`config.mk`:
```
export PLATFORM = sky130hd
export DESIGN_NAME = serial_master_port
export DESIGN_NICKNAME = d
export VERILOG_FILES = /design/src/smp_pkg.sv /design/src/serial_master_port.sv /design/src/smp_buf2.sv
export SDC_FILE = /design/constraint.sdc
export NUM_CORES = 1
export LEC_CHECK = 0
export BUFFER_PORTS_ARGS = -buffer_cell sky130_fd_sc_hd__buf_2
export CELL_PAD_IN_SITES_DETAIL_PLACEMENT = 1
export CELL_PAD_IN_SITES_GLOBAL_PLACEMENT = 2
export CORE_ASPECT_RATIO = 0.6
export CORE_MARGIN = 2
export CORE_UTILIZATION = 30
export DETAILED_ROUTE_END_ITERATION = 7
export PLACE_DENSITY_LB_ADDON = 0.1
export SETUP_SLACK_MARGIN = 0.5
export SYNTH_ARGS = -nofsm -noshare
export SYNTH_HDL_FRONTEND = slang
export SYNTH_SLANG_ARGS = --single-unit
```
`constraint.sdc`:
```
create_clock -name CORE_CLK -period 3.6 [get_ports CORE_CLK]
set_input_delay 0.54 -clock CORE_CLK [delete_from_list [all_inputs] [get_ports CORE_CLK]]
set_output_delay 0.54 -clock CORE_CLK [all_outputs]
set_load 0.02 [all_outputs]
```
`src/smp_pkg.sv`:
```
// shared constants and carriers for the serial master port
package smp_pkg;
  localparam int CHAR_W        = 16;
  localparam int LEN_W         = 5;
  localparam logic [4:0] LEN_MIN = 5'h02;
  localparam logic [4:0] LEN_MAX = 5'h10;
  localparam int DELAY_W       = 8;
  localparam int PRESCALE_W    = 8;
  localparam int NSEL          = 2;
  // least select-to-clock wait, in module clock periods
  localparam logic [7:0] SEL_SETUP_MIN  = 8'h02;
  // least clock-to-deselect wait, in module clock periods
  localparam logic [7:0] SEL_HOLD_MIN   = 8'h01;
  localparam logic [7:0] ONE8           = 8'h01;
  localparam logic [4:0] ONE5           = 5'h01;

  typedef struct packed {
    logic       polarity;
    logic       phase;
    logic       four_wire;
    logic       select_id;
    logic [4:0] char_len;
    logic [7:0] prescale;
    logic [7:0] select_to_clock_delay;
    logic [7:0] clock_to_deselect_delay;
  } cfg_s;

  typedef enum logic [2:0] {
    ST_IDLE  = 3'b000,
    ST_SETUP = 3'b001,
    ST_LEAD  = 3'b010,
    ST_TRAIL = 3'b011,
    ST_HOLD  = 3'b100
  } state_e;
endpackage

```
`src/serial_master_port.sv`:
```
`timescale 1ns/1ps
// master-only synchronous serial port with programmable length, clocking and select delays

// Functional notes
// [RQ1] The port is master only and always generates the serial clock itself.
// [RQ2] Two active-low select outputs address one of two slaves on shared lines.
// [RQ3] Three-line mode leaves both selects high; four-line mode drives the chosen select.
// [RQ4] Characters of 2 to 16 bits shift through a 16-bit shift register.
// [RQ5] One interrupt output plus separate receive and transmit DMA events.
// [RQ6] The serial clock period is the module clock period times an 8-bit prescaler divider; odd values above 1 give one clock less, 0 and 1 give two.
// [RQ7] Clock polarity and phase (no delay or delay) are programmable.
// [RQ8] With phase 0, data out changes on rising edge for polarity 0 and falling for polarity 1.
// [RQ9] With phase 0, data in is captured on falling edge for polarity 0 and rising for polarity 1.
// [RQ10] At least two module clocks plus a programmable delay pass from select low to first clock edge.
// [RQ11] Select stays low one module clock plus half a serial period plus a programmable delay after the last edge.
// [RQ12] No general-purpose pin control is offered by this port.
// [RQ13] A finished character moves to a readable receive buffer, then raises receive event.
module serial_master_port (
  // clock and reset
  input  wire logic          CORE_CLK,
  input  wire logic          NRST,
  // configuration
  input  wire smp_pkg::cfg_s CFG,
  // transmit request
  input  wire logic          TX_VALID,
  output logic               TX_READY,
  input  wire logic [15:0]   TX_DATA,
  // receive buffer
  output logic               RX_VALID,
  input  wire logic          RX_READY,
  output logic [15:0]        RX_DATA,
  // events
  output logic               IRQ,
  output logic               RX_DMA_REQ,
  output logic               TX_DMA_REQ,
  output logic               BUSY,
  // serial pins
  output logic               SCLK,
  output logic               SDO,
  input  wire logic          SERIAL_DATA_IN,
  output logic [1:0]         SEL_N
);
  smp_pkg::state_e state_r, state_nxt;
  smp_pkg::cfg_s   cfg_r;
  logic [15:0] tx_sh_r;
  logic [15:0] rx_sh_r;
  logic [4:0]  bits_r;
  logic [7:0]  div_r;
  logic [8:0]  wait_r;
  logic [4:0]  len_eff_r;
  logic        sclk_r;
  logic        sdo_r;
  logic [1:0]  sel_n_r;
  logic        din_m_r, din_s_r;
  logic        done_r;
  logic        txreq_r;
  logic        rx_push;
  logic        rx_ready_in;

  // pin input synchroniser
  always_ff @(posedge CORE_CLK or negedge NRST) begin
    if (!NRST) begin
      din_m_r <= 1'b0;
      din_s_r <= 1'b0;
    end else begin
      din_m_r <= SERIAL_DATA_IN;
      din_s_r <= din_m_r;
    end
  end

  // prescaler tick and half-period phase decoding
  wire [7:0] half_top   = (cfg_r.prescale < 8'h02) ? smp_pkg::ONE8 : (cfg_r.prescale >> 1);
  wire       half_tick  = (div_r == smp_pkg::ONE8); // RQ6
  wire       start_ok   = TX_VALID && (state_r == smp_pkg::ST_IDLE) && rx_ready_in;
  wire [4:0] len_eff    = (CFG.char_len < smp_pkg::LEN_MIN) ? smp_pkg::LEN_MIN :
                          (CFG.char_len > smp_pkg::LEN_MAX) ? smp_pkg::LEN_MAX : CFG.char_len; // RQ4
  wire [15:0] tx_align  = TX_DATA << (5'h10 - len_eff);
  wire       last_bit   = (bits_r == smp_pkg::ONE5);
  wire       wait_done  = (wait_r == {1'b0, smp_pkg::ONE8});
  // select waits are one bit wider so the largest delay settings cannot wrap to an instant wait
  wire [8:0] setup_load = {1'b0, smp_pkg::SEL_SETUP_MIN} + {1'b0, CFG.select_to_clock_delay}; // RQ10
  wire [8:0] hold_load  = {1'b0, smp_pkg::SEL_HOLD_MIN} + {1'b0, half_top} +
                          {1'b0, cfg_r.clock_to_deselect_delay}; // RQ11
  wire       in_lead    = (state_r == smp_pkg::ST_LEAD);
  wire       in_trail   = (state_r == smp_pkg::ST_TRAIL);

  assign TX_READY = (state_r == smp_pkg::ST_IDLE) && rx_ready_in;
  assign BUSY     = (state_r != smp_pkg::ST_IDLE);

  // next state
  always_comb begin
    state_nxt = state_r;
    case (state_r)
      smp_pkg::ST_IDLE:  if (start_ok) state_nxt = smp_pkg::ST_SETUP;
      smp_pkg::ST_SETUP: if (wait_done) state_nxt = smp_pkg::ST_LEAD; // RQ10
      smp_pkg::ST_LEAD:  if (half_tick) state_nxt = smp_pkg::ST_TRAIL;
      smp_pkg::ST_TRAIL: if (half_tick) state_nxt = last_bit ? smp_pkg::ST_HOLD : smp_pkg::ST_LEAD;
      smp_pkg::ST_HOLD:  if (wait_done) state_nxt = smp_pkg::ST_IDLE; // RQ11
      default:           state_nxt = smp_pkg::ST_IDLE;
    endcase
  end

  // state and configuration capture
  always_ff @(posedge CORE_CLK or negedge NRST) begin
    if (!NRST) begin
      state_r <= smp_pkg::ST_IDLE;
      cfg_r   <= '0;
    end else begin
      state_r <= state_nxt;
      if (start_ok) cfg_r <= CFG;
    end
  end

  // half-period divider: each half serial period is half the prescaler value rounded down, at least one clock
  always_ff @(posedge CORE_CLK or negedge NRST) begin
    if (!NRST) begin
      div_r <= smp_pkg::ONE8;
    end else if (state_nxt != state_r || half_tick) begin
      div_r <= half_top; // RQ6
    end else if (in_lead || in_trail) begin
      div_r <= div_r - smp_pkg::ONE8;
    end
  end

  // select setup and hold wait counter
  always_ff @(posedge CORE_CLK or negedge NRST) begin
    if (!NRST) begin
      wait_r <= {1'b0, smp_pkg::ONE8};
    end else if (start_ok) begin
      wait_r <= setup_load; // RQ10
    end else if (in_trail && half_tick && last_bit) begin
      wait_r <= hold_load; // RQ11
    end else if (!wait_done) begin
      wait_r <= wait_r - {1'b0, smp_pkg::ONE8};
    end
  end

  // shift registers and bit counter; phase 0 launches on the leading edge and captures on the trailing,
  // phase 1 presents its first bit at select, captures on the leading edge and launches on the trailing
  wire launch_lead  = in_lead && half_tick && !cfg_r.phase; // RQ8
  wire launch_trail = in_trail && half_tick && cfg_r.phase && !last_bit; // RQ7
  wire capture      = half_tick && (cfg_r.phase ? in_lead : in_trail); // RQ9
  always_ff @(posedge CORE_CLK or negedge NRST) begin
    if (!NRST) begin
      tx_sh_r <= 16'h0000;
      rx_sh_r <= 16'h0000;
      bits_r  <= 5'h00;
      sdo_r   <= 1'b0;
    end else begin
      if (start_ok) begin
        tx_sh_r <= tx_align << 1; // RQ4
        sdo_r   <= tx_align[15];
        bits_r  <= len_eff;
        rx_sh_r <= 16'h0000;
      end else begin
        if (launch_lead && !(bits_r == len_eff_r)) begin
          sdo_r   <= tx_sh_r[15];
          tx_sh_r <= tx_sh_r << 1;
        end
        if (launch_trail) begin
          sdo_r   <= tx_sh_r[15];
          tx_sh_r <= tx_sh_r << 1;
        end
        if (capture) rx_sh_r <= {rx_sh_r[14:0], din_s_r}; // RQ9
        if (in_trail && half_tick) bits_r <= bits_r - smp_pkg::ONE5;
      end
    end
  end

  // remember length so phase 0 does not relaunch the first bit on the first leading edge
  always_ff @(posedge CORE_CLK or negedge NRST) begin
    if (!NRST) len_eff_r <= smp_pkg::LEN_MIN;
    else if (start_ok) len_eff_r <= len_eff;
  end

  // serial clock and selects
  always_ff @(posedge CORE_CLK or negedge NRST) begin
    if (!NRST) begin
      sclk_r  <= 1'b0;
      sel_n_r <= 2'h3;
    end else begin
      if (state_r == smp_pkg::ST_IDLE) sclk_r <= CFG.polarity; // RQ7
      else if ((in_lead || in_trail) && half_tick) sclk_r <= ~sclk_r; // RQ1
      if (start_ok && CFG.four_wire) // RQ3
        sel_n_r <= CFG.select_id ? 2'h1 : 2'h2; // RQ2
      else if (state_nxt == smp_pkg::ST_IDLE)
        sel_n_r <= 2'h3;
    end
  end
  assign SCLK  = sclk_r;
  assign SDO   = sdo_r; // RQ12
  assign SEL_N = sel_n_r;

  // completion pulse and transmit event; received bits are right aligned
  assign rx_push = in_trail && half_tick && last_bit; // RQ13
  // phase 0 takes its last bit at the final trailing edge itself, phase 1 has it already
  wire [15:0] rx_word = cfg_r.phase ? rx_sh_r : {rx_sh_r[14:0], din_s_r}; // RQ9
  always_ff @(posedge CORE_CLK or negedge NRST) begin
    if (!NRST) begin
      done_r  <= 1'b0;
      txreq_r <= 1'b0;
    end else begin
      done_r  <= rx_push;
      txreq_r <= start_ok; // RQ5
    end
  end
  assign RX_DMA_REQ = done_r; // RQ5
  assign TX_DMA_REQ = txreq_r;
  assign IRQ        = done_r; // RQ13

  // receive buffer stalls new transfers when full
  smp_buf2 u_rxbuf (
    .clk       (CORE_CLK),
    .nrst      (NRST),
    .in_valid  (rx_push),
    .in_ready  (rx_ready_in),
    .in_data   (rx_word),
    .out_valid (RX_VALID),
    .out_ready (RX_READY),
    .out_data  (RX_DATA)
  );
endmodule // serial_master_port

```
`src/smp_buf2.sv`:
```
`timescale 1ns/1ps
// two-entry valid/ready buffer for received characters
module smp_buf2 (
  // clock and reset
  input  wire logic        clk,
  input  wire logic        nrst,
  // fill side
  input  wire logic        in_valid,
  output logic             in_ready,
  input  wire logic [15:0] in_data,
  // drain side
  output logic             out_valid,
  input  wire logic        out_ready,
  output logic [15:0]      out_data
);
  logic [15:0] mem_r [2];
  logic        wp_r;
  logic        rp_r;
  logic [1:0]  cnt_r;
  wire         push = in_valid && in_ready;
  wire         pop  = out_valid && out_ready;

  // flags from the occupancy count
  assign in_ready  = (cnt_r != 2'h2);
  assign out_valid = (cnt_r != 2'h0);
  assign out_data  = mem_r[rp_r];

  // pointers and count
  always_ff @(posedge clk or negedge nrst) begin
    if (!nrst) begin
      wp_r  <= 1'b0;
      rp_r  <= 1'b0;
      cnt_r <= 2'h0;
    end else begin
      if (push) wp_r <= ~wp_r;
      if (pop) rp_r <= ~rp_r;
      cnt_r <= cnt_r + {1'b0, push} - {1'b0, pop};
    end
  end

  // storage
  always_ff @(posedge clk) begin
    if (push) mem_r[wp_r] <= in_data;
  end
endmodule // smp_buf2

```
After elaboration in Yosys (flattened, before gate mapping)

Memories as Yosys holds them, arrays and structs flattened.
Cells that the tools add are included.

Memories: 1
Bits in registers: 91
Word-level logic and storage cells: 112
Input port bits: 54
RAM bits: 32
Output and inout bits: 26

Memories:

| name          | depth | width | read ports | clocked after Yosys merged registers in | wr ports | RTL line       | source |
|---|---|---|---|---|---|---|---|
| u_rxbuf.mem_r | 2     | 16    | 1          | 0                                       | 1        | smp_buf2.sv:16 | `logic [15:0] mem_r [2];` |

Order comparisons: 3
$add $sub $neg: 9
Reduce and logical (&&, ||, !) cells: 30
Equal/unequal tests: 11
Shift-type cells: 1
Muxes and demuxes: 34
Bitwise gates (word level): 3

Operators by type and width:

| operator            | count |
|---|---|
| $mux 16             | 6 |
| $mux 9              | 3 |
| $mux 5              | 4 |
| $mux 3              | 6 |
| $mux 8              | 2 |
| $shl 16x5->16       | 1 |
| $logic_and 1x1->1   | 15 |
| $pmux 3 s5          | 1 |
| $reduce_bool 2->1   | 6 |
| $add 2x8->9 const A | 1 |
| $add 8x8->9         | 1 |
| $eq 9x1->1 const B  | 1 |
| $sub 9x1->9 const B | 1 |
| $add 1x7->8 const A | 1 |
| $eq 8x1->1 const B  | 1 |
| $lt 8x2->1 const B  | 1 |
| $mux 1              | 8 |
| $sub 8x1->8 const B | 1 |
| $mux 7              | 1 |
| $eq 3x2->1 const B  | 2 |
| $logic_not 3->1     | 2 |
| $mux 2              | 3 |
| $reduce_bool 3->1   | 2 |
| $eq 5x1->1 const B  | 1 |
| 15 further kinds    | 20 |

Logic depth before layout (Yosys ltp)

Depth after elaboration: 8
Depth in mapped cells: 12
Gate-level depth less buffers: 10

Hierarchy

Synthesis repeated with hierarchy kept, for this count alone.

Cell total of the unflattened synthesis: 621
Area, all modules: 6,646.4 um^2

By module, submodules not included:

| module             | area an instance (um^2) | times used | seq. area each (um^2) | cells an instance |
|---|---|---|---|---|
| serial_master_port | 5,283.8                 | 1          | 2,133.3               | 554 |
| smp_buf2           | 1,362.6                 | 1          | 1,061.0               | 67 |

Least setup slack after synthesis

OpenSTA, ideal clock, no wires.

Kind: reg-to-reg
Start: register div_r[0]
End: memory u_rxbuf.mem_r[0][0], enable pin
Buffers on the path: 1
Required time: 3,191 ps
Slack: 179 ps
Clock period less this slack: 3,421 ps
Arrival time: 3,011 ps
Library setup time: 409 ps
Stages on the path, launching flop included: 7
Cell sequence: dfstp_2 > ha_1 > or3b_2 > nor3_4 > nand3_4 > buf_4 > nor3_1

Longest elaborated chain between the ends: 6

Ends and longest elaborated chain:

| item                           | RTL line                  | source |
|---|---|---|
| start, declared                | serial_master_port.sv:48  | `logic [7:0] div_r;` |
| start signal, assigned         | serial_master_port.sv:117 | `div_r <= smp_pkg::ONE8;` |
| start signal, assigned         | serial_master_port.sv:119 | `div_r <= half_top;` |
| start signal, assigned         | serial_master_port.sv:121 | `div_r <= div_r - smp_pkg::ONE8;` |
| $eq 8x1->1                     | serial_master_port.sv:73  | `wire half_tick = (div_r == smp_pkg::ONE8);` |
| $logic_and 1x1->1 (2 in a row) | serial_master_port.sv:195 | `assign rx_push = in_trail && half_tick && last_bit;` |
| $logic_and 1x1->1              | smp_buf2.sv:20            | `wire push = in_valid && in_ready;` |
| $mux 1                         | smp_buf2.sv:43            | `if (push) mem_r[wp_r] <= in_data;` |
| $mux 1 (implied by the code)   | smp_buf2.sv:43            |  |
| end, declared                  | smp_buf2.sv:16            |  |

Every way passes these cells.

Final worst setup path

Start: register div_r[0]
End: memory u_rxbuf.mem_r[1][10], enable pin

Longest elaborated chain between the ends: 6

Ends and longest elaborated chain:

| item                           | RTL line                  | source |
|---|---|---|
| $eq 8x1->1                     | serial_master_port.sv:73  |  |
| $logic_and 1x1->1 (2 in a row) | serial_master_port.sv:195 |  |
| net rx_push                    | serial_master_port.sv:57  | `logic rx_push;` |
| $logic_and 1x1->1              | smp_buf2.sv:20            |  |
| $mux 1                         | smp_buf2.sv:43            |  |
| $mux 1 (implied by the code)   | smp_buf2.sv:43            |  |

The timed path passes the listed nets, and every way through them passes these cells.

==> impl.org <==
** Outcome
- The run finished with clean final reports.

** Synth
- Most instantiated library cell after synthesis :: sky130_fd_sc_hd__nand2_1
- After synthesis, the mean cell area works out to 10.6 um2.
- The commonest cells after synthesis are 116 x sky130_fd_sc_hd__nand2_1, 84 x sky130_fd_sc_hd__dfrtp_1, 42 x sky130_fd_sc_hd__nor2_1, 41 x sky130_fd_sc_hd__mux2_2, 34 x sky130_fd_sc_hd__o21ai_0.
- Proportion of netlist area held by the largest area contributor :: around a third
- Ranking of synthesized cells by area :: sky130_fd_sc_hd__dfrtp_1 31%, sky130_fd_sc_hd__edfxtp_1 14%, sky130_fd_sc_hd__mux2_2 6.9%, sky130_fd_sc_hd__nand2_1 6.5%, sky130_fd_sc_hd__mux4_2 4.4%
- Primary FF master, synth :: sky130_fd_sc_hd__dfrtp_1
- Number of synthesized register bits :: 121
- Cell type with the highest aggregate area in the netlist :: sky130_fd_sc_hd__dfrtp_1
- For this run, the number of Yosys warnings is 0.
- In the synthesized netlist the async set-or-reset flop fraction comes to between 70% and 80%.
- The share of the Yosys chip area taken by registers is 47.8%.
- The synthesized netlist contains 70 unique library cells.
- Post-synthesis cell count :: 630
- Post-synth EDFFs :: 32
- In this run the cell area of the synthesized design comes to 0.00668 mm2.
- The number of nets in the synthesized netlist is 702.

** Worst setup path
- Start of the worst register-to-register path :: div_r[0]$_DFFE_PN1P_
- Data required time of the critical path :: between 3 and 4 ns
- Kind of cell adding the most delay to the critical path :: simple AND/OR/NAND/NOR gates
- STA classifies the critical path startpoint as a flip-flop.
- Data arrival, critical path :: around 2.9 ns
- Minimum setup slack among reg-to-reg paths :: between 0.8 and 0.9 ns
- The number of cells on the worst reg-to-reg path is 6.
- The critical path in this run is classified as flip-flop to flip-flop.
- Critical path fanouts, max :: 16
- Capture point of the critical path :: u_rxbuf.mem_r[1][10]$_DFFE_PP_
- Counting buffers and inverters, the worst setup path is 6 cells deep.
- In this run the critical register-to-register path is captured at u_rxbuf.mem_r[1][10]$_DFFE_PP_.
- The number of buffers and inverters on the critical path is 1.
- Traced cell by cell, the critical path runs through ha_1, or3b_2, nor3_4, nand3_4, inv_2, and3_2.
- Endpoint kind of the worst setup timing path :: flip-flop
- Critical path's slowest cell :: sky130_fd_sc_hd__dfstp_2
- Maximum cell stage delay along the critical path :: roughly 0.54 ns
- Start point of the critical path :: div_r[0]$_DFFE_PN1P_

** GRT
- Maximum number of pins on one net before global-route repair :: 60
- Vias in the first global route :: around 5300
- For this run the aggregate overflow at the end of global routing stands at 0.
- Initial antenna violation count :: 0
- The first global-routing pass estimated between 20 and 30 mm of wire.
- In the global route stage, overall resource usage came out at 16.4%.

** Final layout
- Layout cells sized above 1 :: between 20% and 30%
- Number of fillers in the final layout :: 2502
- The repair_antennas step left the layout with diodes totalling 0.
- The final layout contains 780 nets.
- P&R area growth vs syn :: 18.2%

** Clocking
- Clock edge transition at the registers on the reported setup and hold paths :: 0.05 ns
- Source-to-sink clock delay at the later pin of the worst-skew pair :: between 0.4 and 0.5 ns
- In this run, post-CTS repair resized a total of 0 instances.
- CTS tree :: built
- Number of buffers added to fix hold violations after cts :: 0
- The H-tree was split into 4 levels.
- Maximum clock path buffer count :: 2
- Number of clock sinks :: around 120
- The number of clock buffers added by TritonCTS is 17.
- The number of setup buffers added after CTS is 0.
- Root Buffer Master :: sky130_fd_sc_hd__clkbuf_16

** Detailed routing
- Dividing the detail-routed wire length by the instance count gives ~18 um.
- In this run the remaining antenna-violating nets after routing total 0.
- Dividing the detail-routed via count by the number of cells gives between 4 and 5.
- DR DRC count :: 0
- The routed layout has around 4900 vias.
- Starting DRC count in detailed routing :: about 260
- Detailed-routing iteration count for the pre-antenna-repair pass :: 4
- Wire length after detailed routing :: ~18 mm

** STA
- Post-route clock skew :: about 0.011 ns
- Of the available clock period, the critical path in the final layout requires between 70% and 80%.
- Summed negative setup slack over all endpoints :: 0 ns
- Measured against its own limit, the worst slew margin works out to 38.0%.
- The routed design could run at a clock period as short as 2.78 ns.
- Final hold analysis gives a worst-case slack of 0.197 ns.
- Setup repair after global routing left no endpoint under its margin.
- The max-slew violation count was 0.
- For the pin with the worst max-slew slack, the measured transition is 0.930 ns.
- Setup violations remaining at the end of the flow were counted as 0.
- Peak clock frequency supported by timing :: ~360 MHz
- The final count of hold timing violations was 0.

** Power
- Cell area power density :: approximately 420 mW/mm2
- Across the VDD grid, the largest voltage drop is roughly 0.33 mV.
- Leak :: roughly 3.2 nW

** Floorplanning
- Starting density of the core :: ~30%
- Floorplan row count :: between 40 and 50
- The die covers between 0.02 and 0.025 mm2.
- The die is between 150 and 200 um wide.
- In this run the count of I/O pins placed on the die edge is 80.
- The total area inside the core boundary comes to 0.0220 mm2.
- Chip Height :: roughly 120 um

** Placed design
- Routability-driven placement congestion ratio :: ~0.79
- DP HPWL :: around 13 mm
- Count of input and output buffers :: between 70 and 80

** Hold path
- Class of the tightest hold or removal check :: input port to async pin

** Run
- Number of max-cap violations :: 0
worst reg2reg max path, stage by stage, from the launching register on:
cell,delay [ns]
sky130_fd_sc_hd__dfstp_2,0.54
sky130_fd_sc_hd__ha_1,0.13
sky130_fd_sc_hd__or3b_2,0.49
sky130_fd_sc_hd__nor3_4,0.19
sky130_fd_sc_hd__nand3_4,0.25
sky130_fd_sc_hd__inv_2,0.30
sky130_fd_sc_hd__and3_2,0.52
worst min-delay path by stage:
stage / startpoint / end / slack, ns
final: NRST / SDO$_DFFE_PN0P_ / 0.20
after global routing: SERIAL_DATA_IN / din_m_r$_DFF_PN0_ / 0.22
after CTS: SERIAL_DATA_IN / din_m_r$_DFF_PN0_ / 0.22
after detailed placement: din_m_r$_DFF_PN0_ / din_s_r$_DFF_PN0_ / 0.36
after global placement: din_m_r$_DFF_PN0_ / din_s_r$_DFF_PN0_ / 0.34
after floorplan: NRST / IRQ$_DFF_PN0_ / 0.24
layout make-up:
type	count	area (um2)	area share, %
clock inverters	15	111	1.41
repair buffers	93	505	6.40
clock buffers	17	425	5.39
inverters	17	63.8	0.808
well taps	286	358	4.53
multi-input cells	458	3240	41.0
flip-flops and latches	121	3190	40.4
per-stage QoR:
| stage | cell area (um2) | total power [W] | utilization, % | instances | setup slack [ns] |
|---|---|---|---|---|---|
| detailed placement | 7360 | 0.00182 | 33.5 | 975 | 0.535 |
| finish | 7900 | 0.00334 | 36.0 | 1007 | 0.815 |
| CTS | 7900 | 0.00341 | 36.0 | 1007 | 0.762 |
| global route | 7900 | 0.00350 | 36.0 | 1007 | 0.590 |
| floorplan | 6690 | 0.00168 | - | 630 | 0.530 |
| global placement | 7360 | 0.00180 | 33.5 | 975 | 0.603 |
routing by layer:
layer	up-vias	routed length [um]	GRT usage [%]
met5	-	0	0
met4	0	131	4.09
met3	10	537	4.05
met2	66	7650	23.8
met1	2456	9550	24.4
li1	2414	-	-
where the power goes:
group	total, W	switching [W]	leakage, nW	internal, W
Combinational	0.000309	0.000162	1.58	0.000147
Sequential	0.00148	0.0000525	1.35	0.00142
Clock	0.00156	0.000627	0.262	0.000932
Total	0.00334	0.000842	3.20	0.00250
flip-flops by register name, summed over array words and instances, names as in the netlist:
register / flops
div_r: 8
u_rxbuf.rp_r: 1
IRQ: 1
bits_r: 5
tx_sh_r: 15
u_rxbuf.mem_r: 32
state_r: 3
u_rxbuf.cnt_r: 2
SEL_N: 2
din_m_r: 1
SDO: 1
SCLK: 1
cfg_r: 16
wait_r: 9
TX_DMA_REQ: 1
len_eff_r: 5
u_rxbuf.wp_r: 1
rx_sh_r: 16
din_s_r: 1
cell families after synthesis:
group	count (synthesis)	share of synthesized area (%)
XOR/XNOR	37	4.85
AO/OA/AOI/OAI	113	11.2
buffers and inverters	51	3.93
AND/OR/NAND/NOR	225	15.8
flip-flops	121	47.8
adder cells (fa/ha/maj)	18	3.48
multiplexers	65	12.9
layout by cell type (no fill, tap or decap), drive strengths merged, types with 13 or more instances in the layout:
| cell | count |
|---|---|
| clkbuf | 17 |
| edfxtp | 32 |
| mux4 | 13 |
| nor3 | 14 |
| inv | 16 |
| mux2 | 41 |
| a21oi | 20 |
| nor2 | 44 |
| xnor2 | 25 |
| ha | 17 |
| o21ai | 35 |
| clkinv | 13 |
| nand2 | 118 |
| buf | 93 |
| dfrtp | 84 |
Note: power is estimated with default switching activity, not from simulation.
